==> config.mk <==
export PLATFORM = sky130hd
export DESIGN_NAME = hscfg_regs
export DESIGN_NICKNAME = d
export VERILOG_FILES = /design/src/pkg/hscfg_pkg.sv /design/src/logic/hscfg_regs.sv
export VERILOG_INCLUDE_DIRS = /design/src /design/src/pkg
export SDC_FILE = /design/constraint.sdc
export NUM_CORES = 1
export LEC_CHECK = 0
export ABC_CLOCK_PERIOD_IN_PS = 1100
export BUFFER_PORTS_ARGS = -buffer_cell sky130_fd_sc_hd__clkbuf_2
export CAP_MARGIN = 20
export CORE_ASPECT_RATIO = 0.8
export CORE_UTILIZATION = 43
export CTS_CLUSTER_DIAMETER = 40
export CTS_CLUSTER_SIZE = 16
export DETAILED_ROUTE_END_ITERATION = 16
export PLACE_DENSITY = 0.79
export SYNTH_ARGS = -nofsm -noshare
export SYNTH_HDL_FRONTEND = slang
export SYNTH_SLANG_ARGS = --single-unit
==> constraint.sdc <==
create_clock -name clock -period 1.1 [get_ports clock]
set_clock_uncertainty 0.1 [all_clocks]
set_input_delay 0.055 -clock clock [delete_from_list [all_inputs] [get_ports clock]]
set_output_delay 0.055 -clock clock [all_outputs]
set_load 0.005 [all_outputs]
==> src/pkg/hscfg_params.svh <==
// constants for the hub string-length and speed configuration registers
// assumes byte-wide register access from the hub's configuration port
`ifndef HSCFG_PARAMS_SVH
`define HSCFG_PARAMS_SVH
`define HSCFG_ADDR_PROD_LEN   8'h24
`define HSCFG_ADDR_CFG3       8'h25
`define HSCFG_PROD_LEN_RESET  7'h00
`define HSCFG_CFG3_RESET      8'h00
`define HSCFG_LEN_MSB         6
`define HSCFG_HSONLY_BIT      4
`define HSCFG_CFG3_WMASK      8'h1f
`define HSCFG_PROD_INDEX      8'h03
`define HSCFG_SS_5G_BIT       3
`define HSCFG_SS_5G_MASK      16'h0008
`define HSCFG_PROD_LEN_MAX    7'h40
`define HSCFG_RD_RESET        8'h00
`endif

==> src/pkg/hscfg_pkg.sv <==
// types for the hub string-length and speed configuration registers
// assumes nothing beyond a single core clock domain
package hscfg_pkg;
	typedef struct packed {
		logic       wr;
		logic [7:0] addr;
		logic [7:0] wdata;
	} hscfg_wr_type;
	typedef struct packed {
		logic       ss_enable;
		logic [15:0] speeds_supported;
	} hscfg_speed_type;
endpackage : hscfg_pkg

==> src/logic/hscfg_regs.sv <==
// product string length and device configuration three registers
// assumes writes come from the eeprom loader or smbus slave, one per cycle
// read data is registered and trails the read address by one cycle
`include "hscfg_params.svh"

module hscfg_regs
	import hscfg_pkg::*;
(
	input  wire logic            clock,
	input  wire logic            srst,
	input  wire hscfg_wr_type    cfg_wr,
	input  wire logic [7:0]      rd_addr,
	output logic      [7:0]      rd_data,
	input  wire logic            custom_strings_enable,
	input  wire logic            fuse_high_speed_only,
	input  wire logic            str_req,
	input  wire logic [7:0]      str_index,
	output logic                 prod_str_valid,
	output logic      [6:0]      prod_str_bytes,
	input  wire logic [15:0]     speeds_in,
	output hscfg_speed_type      speed_cap
);
	logic [6:0] prod_len_r;
	logic [6:0] prod_len_nxt;
	logic [4:0] cfg3_r;
	logic [4:0] cfg3_nxt;
	logic       high_speed_only_report;
	logic [1:0] wr_sel;
	logic [1:0] rd_sel;
	logic       prod_hit;
	logic       cfg3_hit;
	logic [7:0] rd_data_nxt;
	logic [7:0] rd_data_r;
	logic       prod_req;
	logic       str_valid_r;
	logic [6:0] str_bytes_r;
	hscfg_speed_type speed_r;
	hscfg_speed_type speed_nxt;

	// one-hot register select, shared by the write and read decoders
	function automatic logic [1:0] reg_select(logic [7:0] a);
		logic [1:0] sel;
		sel = 2'b00;
		if (a == `HSCFG_ADDR_PROD_LEN) begin
			sel = 2'b01;
		end else if (a == `HSCFG_ADDR_CFG3) begin
			sel = 2'b10;
		end
		return sel;
	endfunction : reg_select

	assign wr_sel   = reg_select(cfg_wr.addr);
	assign rd_sel   = reg_select(rd_addr);
	assign prod_hit = cfg_wr.wr && wr_sel[0];
	assign cfg3_hit = cfg_wr.wr && wr_sel[1];
	// length keeps bits 6:0, bit 7 dropped; config three keeps bits 4:0, bits 7:5 dropped
	assign prod_len_nxt = (prod_hit && custom_strings_enable) ?
		cfg_wr.wdata[`HSCFG_LEN_MSB:0] : prod_len_r;
	assign cfg3_nxt = cfg3_hit ?
		5'(cfg_wr.wdata & `HSCFG_CFG3_WMASK) : cfg3_r;
	assign high_speed_only_report =
		cfg3_r[`HSCFG_HSONLY_BIT] | fuse_high_speed_only;

	always_ff @(posedge clock) begin
		if (srst) begin
			prod_len_r <= `HSCFG_PROD_LEN_RESET;
			cfg3_r     <= 5'(`HSCFG_CFG3_RESET);
		end else begin
			prod_len_r <= prod_len_nxt;
			cfg3_r     <= cfg3_nxt;
		end
	end

	always_comb begin
		if (rd_sel[0]) begin
			rd_data_nxt = {1'b0, prod_len_r};
		end else if (rd_sel[1]) begin
			rd_data_nxt = {3'b000, high_speed_only_report, cfg3_r[3:0]};
		end else begin
			rd_data_nxt = `HSCFG_RD_RESET;
		end
	end

	// one cycle of read latency traded for a glitch-free data output
	always_ff @(posedge clock) begin
		if (srst) begin
			rd_data_r <= `HSCFG_RD_RESET;
		end else begin
			rd_data_r <= rd_data_nxt;
		end
	end
	assign rd_data = rd_data_r;

	// length trusted, no clamp at 64
	assign prod_req = str_req && str_index == `HSCFG_PROD_INDEX;
	always_ff @(posedge clock) begin
		if (srst) begin
			str_valid_r <= 1'b0;
			str_bytes_r <= 7'h00;
		end else begin
			str_valid_r <= prod_req && prod_len_r != 7'h00;
			str_bytes_r <= prod_req ? prod_len_r : 7'h00;
		end
	end
	assign prod_str_valid = str_valid_r;
	assign prod_str_bytes = str_bytes_r;

	// registered so descriptor logic sees one coherent capability copy
	// clear 5 Gbps support
	always_comb begin
		speed_nxt.speeds_supported = speeds_in;
		speed_nxt.ss_enable        = ~high_speed_only_report;
		if (high_speed_only_report) begin
			speed_nxt.speeds_supported[`HSCFG_SS_5G_BIT] = 1'b0;
		end
	end
	always_ff @(posedge clock) begin
		if (srst) begin
			speed_r <= '0;
		end else begin
			speed_r <= speed_nxt;
		end
	end
	assign speed_cap = speed_r;

	AST_LEN_LOCKED: assert property (@(posedge clock) disable iff (srst)
		prod_hit && !custom_strings_enable |=> $stable(prod_len_r))
		else $error("length changed while custom strings off");
	AST_LEN_WRITE: assert property (@(posedge clock) disable iff (srst)
		prod_hit && custom_strings_enable |=>
		prod_len_r == $past(cfg_wr.wdata[6:0]))
		else $error("length write lost");

	// read checks look one cycle on, as the read data is registered
	AST_RES_CFG3: assert property (@(posedge clock) disable iff (srst)
		rd_sel[1] |=> rd_data[7:5] == 3'b000)
		else $error("reserved bits nonzero");
	AST_RES_PROD: assert property (@(posedge clock) disable iff (srst)
		rd_sel[0] |=> !rd_data[7])
		else $error("product reserved bit nonzero");
	AST_OR_READ: assert property (@(posedge clock) disable iff (srst)
		rd_sel[1] && fuse_high_speed_only |=> rd_data[4])
		else $error("fuse not reflected");
	AST_RESET: assert property (@(posedge clock)
		srst |=> cfg3_r == 5'h00 && prod_len_r == 7'h00)
		else $error("reset values wrong");
	AST_ZERO_LEN: assert property (@(posedge clock) disable iff (srst)
		prod_req && prod_len_r == 7'h00 |=> !prod_str_valid)
		else $error("string offered with zero length");
	AST_STR_LEN: assert property (@(posedge clock) disable iff (srst)
		prod_req && prod_len_r != 7'h00 |=>
		prod_str_valid && prod_str_bytes == $past(prod_len_r))
		else $error("string length mismatch");
	AST_NO_5G: assert property (@(posedge clock) disable iff (srst)
		high_speed_only_report |=> !speed_cap.speeds_supported[3])
		else $error("5 Gbps still reported");
	AST_SS_OFF: assert property (@(posedge clock) disable iff (srst)
		high_speed_only_report |=> !speed_cap.ss_enable)
		else $error("superspeed still enabled");

	// capability passes through untouched when the feature is off
	AST_SS_ON: assert property (@(posedge clock) disable iff (srst)
		!high_speed_only_report |=> speed_cap.ss_enable &&
		speed_cap.speeds_supported == $past(speeds_in))
		else $error("speed capability not passed through");
	AST_SPEED_KEEP: assert property (@(posedge clock) disable iff (srst)
		high_speed_only_report |=>
		(speed_cap.speeds_supported | `HSCFG_SS_5G_MASK) ==
		($past(speeds_in) | `HSCFG_SS_5G_MASK))
		else $error("speed bits other than 5 Gbps disturbed");

	// registers move only on an accepted write
	AST_CFG3_WRITE: assert property (@(posedge clock) disable iff (srst)
		cfg3_hit |=> cfg3_r == $past(cfg_wr.wdata[4:0]))
		else $error("config three write lost");
	AST_CFG3_HOLD: assert property (@(posedge clock) disable iff (srst)
		!cfg3_hit |=> $stable(cfg3_r))
		else $error("config three changed without a write");
	AST_PROD_HOLD: assert property (@(posedge clock) disable iff (srst)
		!prod_hit |=> $stable(prod_len_r))
		else $error("length changed without a write");

	// read path contents
	AST_PROD_READ: assert property (@(posedge clock) disable iff (srst)
		rd_sel[0] |=> rd_data == {1'b0, $past(prod_len_r)})
		else $error("length read back wrong");
	AST_UNMAPPED: assert property (@(posedge clock) disable iff (srst)
		rd_sel == 2'b00 |=> rd_data == `HSCFG_RD_RESET)
		else $error("unmapped read not zero");

	// no string answer may appear without its request
	AST_STR_IDLE: assert property (@(posedge clock) disable iff (srst)
		!prod_req |=> !prod_str_valid && prod_str_bytes == 7'h00)
		else $error("string answer without a request");

	COV_LEN_WRITE: cover property (@(posedge clock)
		prod_hit && custom_strings_enable);
	COV_STR: cover property (@(posedge clock) prod_req ##1 prod_str_valid);
	COV_HSONLY: cover property (@(posedge clock) cfg3_hit ##1 cfg3_r[4]);
	// fuse alone must be enough to drop superspeed
	COV_FUSE_ONLY: cover property (@(posedge clock)
		(fuse_high_speed_only && !cfg3_r[4]) ##1 !speed_cap.ss_enable);
	COV_LEN_LOCKED: cover property (@(posedge clock)
		prod_hit && !custom_strings_enable);
endmodule : hscfg_regs

# ---- Word-level counts from Yosys, hierarchy flattened
# Index checks and enable logic that the tools add are counted.
dict set report word_totals {
  ff_bits 45
  inputBits 54
  output_inout_bits 33
  elab_cells 32
}
dict set report op_classes {
  n_eq_ne 5
  muxes 6
  n_bitwise 3
  reduce_logical 9
}
# cell n
set op_table {}
lappend op_table {{8-bit by 6-bit equality test with 1-bit output, second input constant} 4}
lappend op_table {{8-bit by 2-bit equality test with 1-bit output, second input constant} 1}
lappend op_table {{2-bit two-way mux} 4}
lappend op_table {{7-bit two-way mux} 1}
lappend op_table {{7-bit nonzero test} 1}
lappend op_table {{2-bit OR reduction} 3}
lappend op_table {{1-bit logical AND} 5}
lappend op_table {{5-bit two-way mux} 1}
lappend op_table {{1-bit NOT} 2}
lappend op_table {{1-bit OR} 1}

# ---- Logic depth before layout (Yosys ltp)
dict set report logic_depth {
  ltp_word 5
  ltp_mapped 4
  mapped_depth_nobuf 3
}

# ---- Least setup slack after synthesis
# OpenSTA, ideal clock, no wires.
dict set report synth_timing {
  path_kind {input-to-reg}
  from {in cfg_wr[9] (netlist name)}
  to {reg prod_len_r[0]}
  setup_time_ns 0.072
  arrival_time_ns 0.856
  slack_ns 0.072
  stages 4
  path_buffers 1
  cell_sequence {nor4b_4 and4b_1 buf_6 mux2i_1}
}
dict set report synth_between {
  elab_chain_cells 4
}
# element line
set synth_lines {}
lappend synth_lines {{from (decl)} hscfg_regs.sv:11} ;# input wire hscfg_wr_type cfg_wr,
lappend synth_lines {{8-bit by 6-bit equality test with 1-bit output (no source line)} --}
lappend synth_lines {{2-bit two-way mux} hscfg_regs.sv:44} ;# if (a == `HSCFG_ADDR_PROD_LEN) begin
lappend synth_lines {{1-bit logical AND} hscfg_regs.sv:54} ;# assign prod_hit = cfg_wr.wr && wr_sel[0];
lappend synth_lines {{1-bit logical AND} hscfg_regs.sv:57} ;# assign prod_len_nxt = (prod_hit && custom_strings_enable) ?
lappend synth_lines {{to (signal assigned)} hscfg_regs.sv:66} ;# prod_len_r <= `HSCFG_PROD_LEN_RESET;
lappend synth_lines {{to (signal assigned)} hscfg_regs.sv:69} ;# prod_len_r <= prod_len_nxt;
lappend synth_lines {{to (decl)} hscfg_regs.sv:23} ;# logic [6:0] prod_len_r;
# No other way between the ends.
# A chain may end at the register's enable or synchronous reset.

# ---- Worst setup path in the final report
dict set report layout_timing {
  from {in rd_addr[0]}
  to {reg rd_data_r[2] (netlist: rd_data[2])}
}
dict set report layout_between {
  elab_chain_cells 5
  word_cells_on_any_way 6
  cone_classes {eq/ne (2); mux (4)}
}
# element line
set layout_lines {}
lappend layout_lines {{from (decl)} hscfg_regs.sv:12} ;# input wire logic [7:0] rd_addr,
lappend layout_lines {{8-bit by 6-bit equality test with 1-bit output (no source line)} --}
lappend layout_lines {{2-bit two-way mux} hscfg_regs.sv:46} ;# end else if (a == `HSCFG_ADDR_CFG3) begin
lappend layout_lines {{2-bit two-way mux *} hscfg_regs.sv:44}
lappend layout_lines {{5-bit two-way mux} hscfg_regs.sv:77} ;# end else if (rd_sel[1]) begin
lappend layout_lines {{7-bit two-way mux *} hscfg_regs.sv:75} ;# if (rd_sel[0]) begin
lappend layout_lines {{to (signal assigned)} hscfg_regs.sv:87} ;# rd_data_r <= `HSCFG_RD_RESET;
lappend layout_lines {{to (signal assigned)} hscfg_regs.sv:89} ;# rd_data_r <= rd_data_nxt;
lappend layout_lines {{to (decl)} hscfg_regs.sv:33} ;# logic [7:0] rd_data_r;
# Mark *: on every way between the ends. The rest lies on a longest branch, timed or not.

==> impl_results.md <==
* Core box area at 3221 sq um
* VDD IR max at 0.0008571 V
* Starting density of the core at ~47%
* Synth unique cells at 22
* Ports at 87
* Post-CTS setup buffer count at 0
* Seq cells post-synth at 44
* Post-synth top area share at 58.04%
* Final period util at 94.99%
* Input/output buffers at 84
* Clock Tree Buf Depth at 2
* Fin cells at 289
* DR WL/cell at about 12 um
* Met1 Track Usage GR at between 20% and 30%
* Critical path capture point type: flop
* Antenna violations before repair at 0
* R2R depth at 2
* Fillers at between 200 and 250
* Final Util at between 70 and 80%
* Area of the multi-input gates at around 600 sq um
* Die Y at 55.14 um
* Reg clk slew, reported paths at 0.08 ns
* Slew Limit Fails at 0
* Mapped cell area at 1518 sq um
* Post-route ant nets at 0
* Area growth syn-to-layout at 54.90%
* H-Tree Depth at 2
* Gr usage total at between 10% and 20%
* NumNets Final at 302
* CTS Buf Count at 5
* Root Driver: clkbuf_8
* Worst Setup Start Kind: input port
* Remaining DRCs at 0
* Fraction of registers with async set/reset at 0%
* Register area at between 800 and 900 sq um
* Largest area contributor in the netlist: dfxtp_1
* CTS tree: built
* Synth Instances at 133
* Iteration count of the initial detailed-routing pass at 4
* Critical Path AT at 1.12 ns
* Pin count of the biggest net entering global routing at 35
* Iteration-0 DRC Markers at 27
* Post-synth top cells: dfxtp_1 (44), nand2b_1 (19), mux2i_1 (16)
* Core Rows at 18
* Global-route wire length before repair at 5092 um
* Final Hold Fails at 0
* Post-CTS Resized at 0
* Vias post-DR at about 1.3k
* Worst hold path depth at 3
* Tmin final at about 1.0 ns
* FMAX at 957.1 MHz
* Vias in the first global route at 1156
* Leak Pwr at ~1.1 nW
* Met2 GRT Util at 35.62%
* Final setup vio count at 0
* CTS Sinks at 44
* Ant diodes at 0
* Area contributors post-synth: dfxtp_1 (58%), mux2i_1 (11%), nand2b_1 (7.8%)
* Unrepaired setup endpoints after global routing: no
* Gr busiest metal: met2
* MaxCap Viol Count at 0
* Die area at roughly 3800 sq um
* Final Worst Setup Slack at 0.05513 ns
* EDFF count, synth at 0
* Outcome: finished, final reports clean
* Total gr overflow at 0
* Pwr Density at between 1000 and 1500 nW/um^2
* CP Class: in -> reg
* Vias per cell at 4.478
* Gp weighted congestion at 0.7523
* CP required at 1.17 ns
* Chip Width at 68.42 um
* Hold crit path type: in -> reg
* GR Util met3 at 4.918%
* Routed wire length at 3347 um
* Post-Place Setup Slack at -0.1064 ns
* Clock latency on the worst-skew pair at 0.29 ns
* Post-CTS Hold Buffers at 25
* Sequential element share of the synthesized area at 58.04%
* Most frequent cell after synthesis: dfxtp_1
* Post-DP HPWL at roughly 2200 um
* Syn. warnings at 0
* CP Max Fanout at 8
* Layout cells sized above 1 at 40.16%
* Dpl cells at 256
* Post-synth top flop: dfxtp_1
* Syn nets at 187
* Syn avg cell area at 11.41 sq um
-- cells in the final DEF, fill, tap and decap left out, drive strengths merged --
master       count
buf              6
nand2b          19
nor2b           15
and4bb           1
dfxtp           44
and2             8
nor4b            1
nand3            1
clkbuf          91
nor4bb           2
nor3             2
conb             1
mux2i           16
nor4             3
nor2             6
nand2            1
a21boi           1
nor3b            2
clkinvlp         1
a211oi           1
and4b            2
dlygate4sd3     25
-- cell families after synthesis --
kind of cell,count (synthesis),share of synthesized area (%)
other,1,0.2471
and+or+nand+nor,63,27.62
buffers and inverters,7,2.555
muxes,16,10.55
DFF,44,58.04
AOI/OAI and AO/OA,2,0.9897
-- worst max-delay path, stage by stage --
cell and delay [ns]:
dlygate4sd3_1 0.54, clkbuf_2 0.24, mux2i_1 0.23, nor2_1 0.05
-- area by class of cell --
class                   instances  area share, %
clock inverters                 1         0.3193
well taps                      40          2.129
clock buffers                   7          3.672
repair buffers                115          30.97
flip-flops and latches         44          37.47
multi-input cells              82          25.44
-- registers in the layout, summed over array words and instances, names as in the netlist --
register,flops
prod_str_valid,1
speed_cap,17
prod_str_bytes,7
prod_len_r,7
cfg3_r,5
rd_data,7
-- metal layers --
metal	part of all wire, %	up-vias
li1	-	668
met5	0	-
met2	52	41
met1	42	578
met3	3.9	7
met4	2.3	0
-- power by group --
| group | internal [mW] | switching, mW |
|---|---|---|
| sequential | 1.62 | 0.00807 |
| clock | 0.510 | 0.506 |
| combinational | 0.190 | 0.0982 |
| total | 2.32 | 0.613 |
-- worst paths after layout --
check | slack (ns) | start | to
setup / recovery | 0.06 | rd_addr[0] | rd_data[2]
hold / removal | 0.05 | cfg_wr[8] | cfg3_r[3]
setup reg to reg | 0.11 | prod_len_r[3] | prod_str_valid
hold reg to reg | 0.37 | cfg3_r[4] | speed_cap[16]
-- metrics by stage --
step	cell area, sq um	total power, mW	hold slack [ns]	TNS (ns)
after floorplan	1518	1.752	0.03928	0
after global placement	2007	1.881	0.1561	-0.6065
after detailed placement	2007	1.886	0.1549	-0.9733
after CTS	2351	2.960	0.04938	0
after global routing	2351	3.077	0.06486	0
final	2351	2.937	0.04991	0
(Power assumes the default switching activity.)
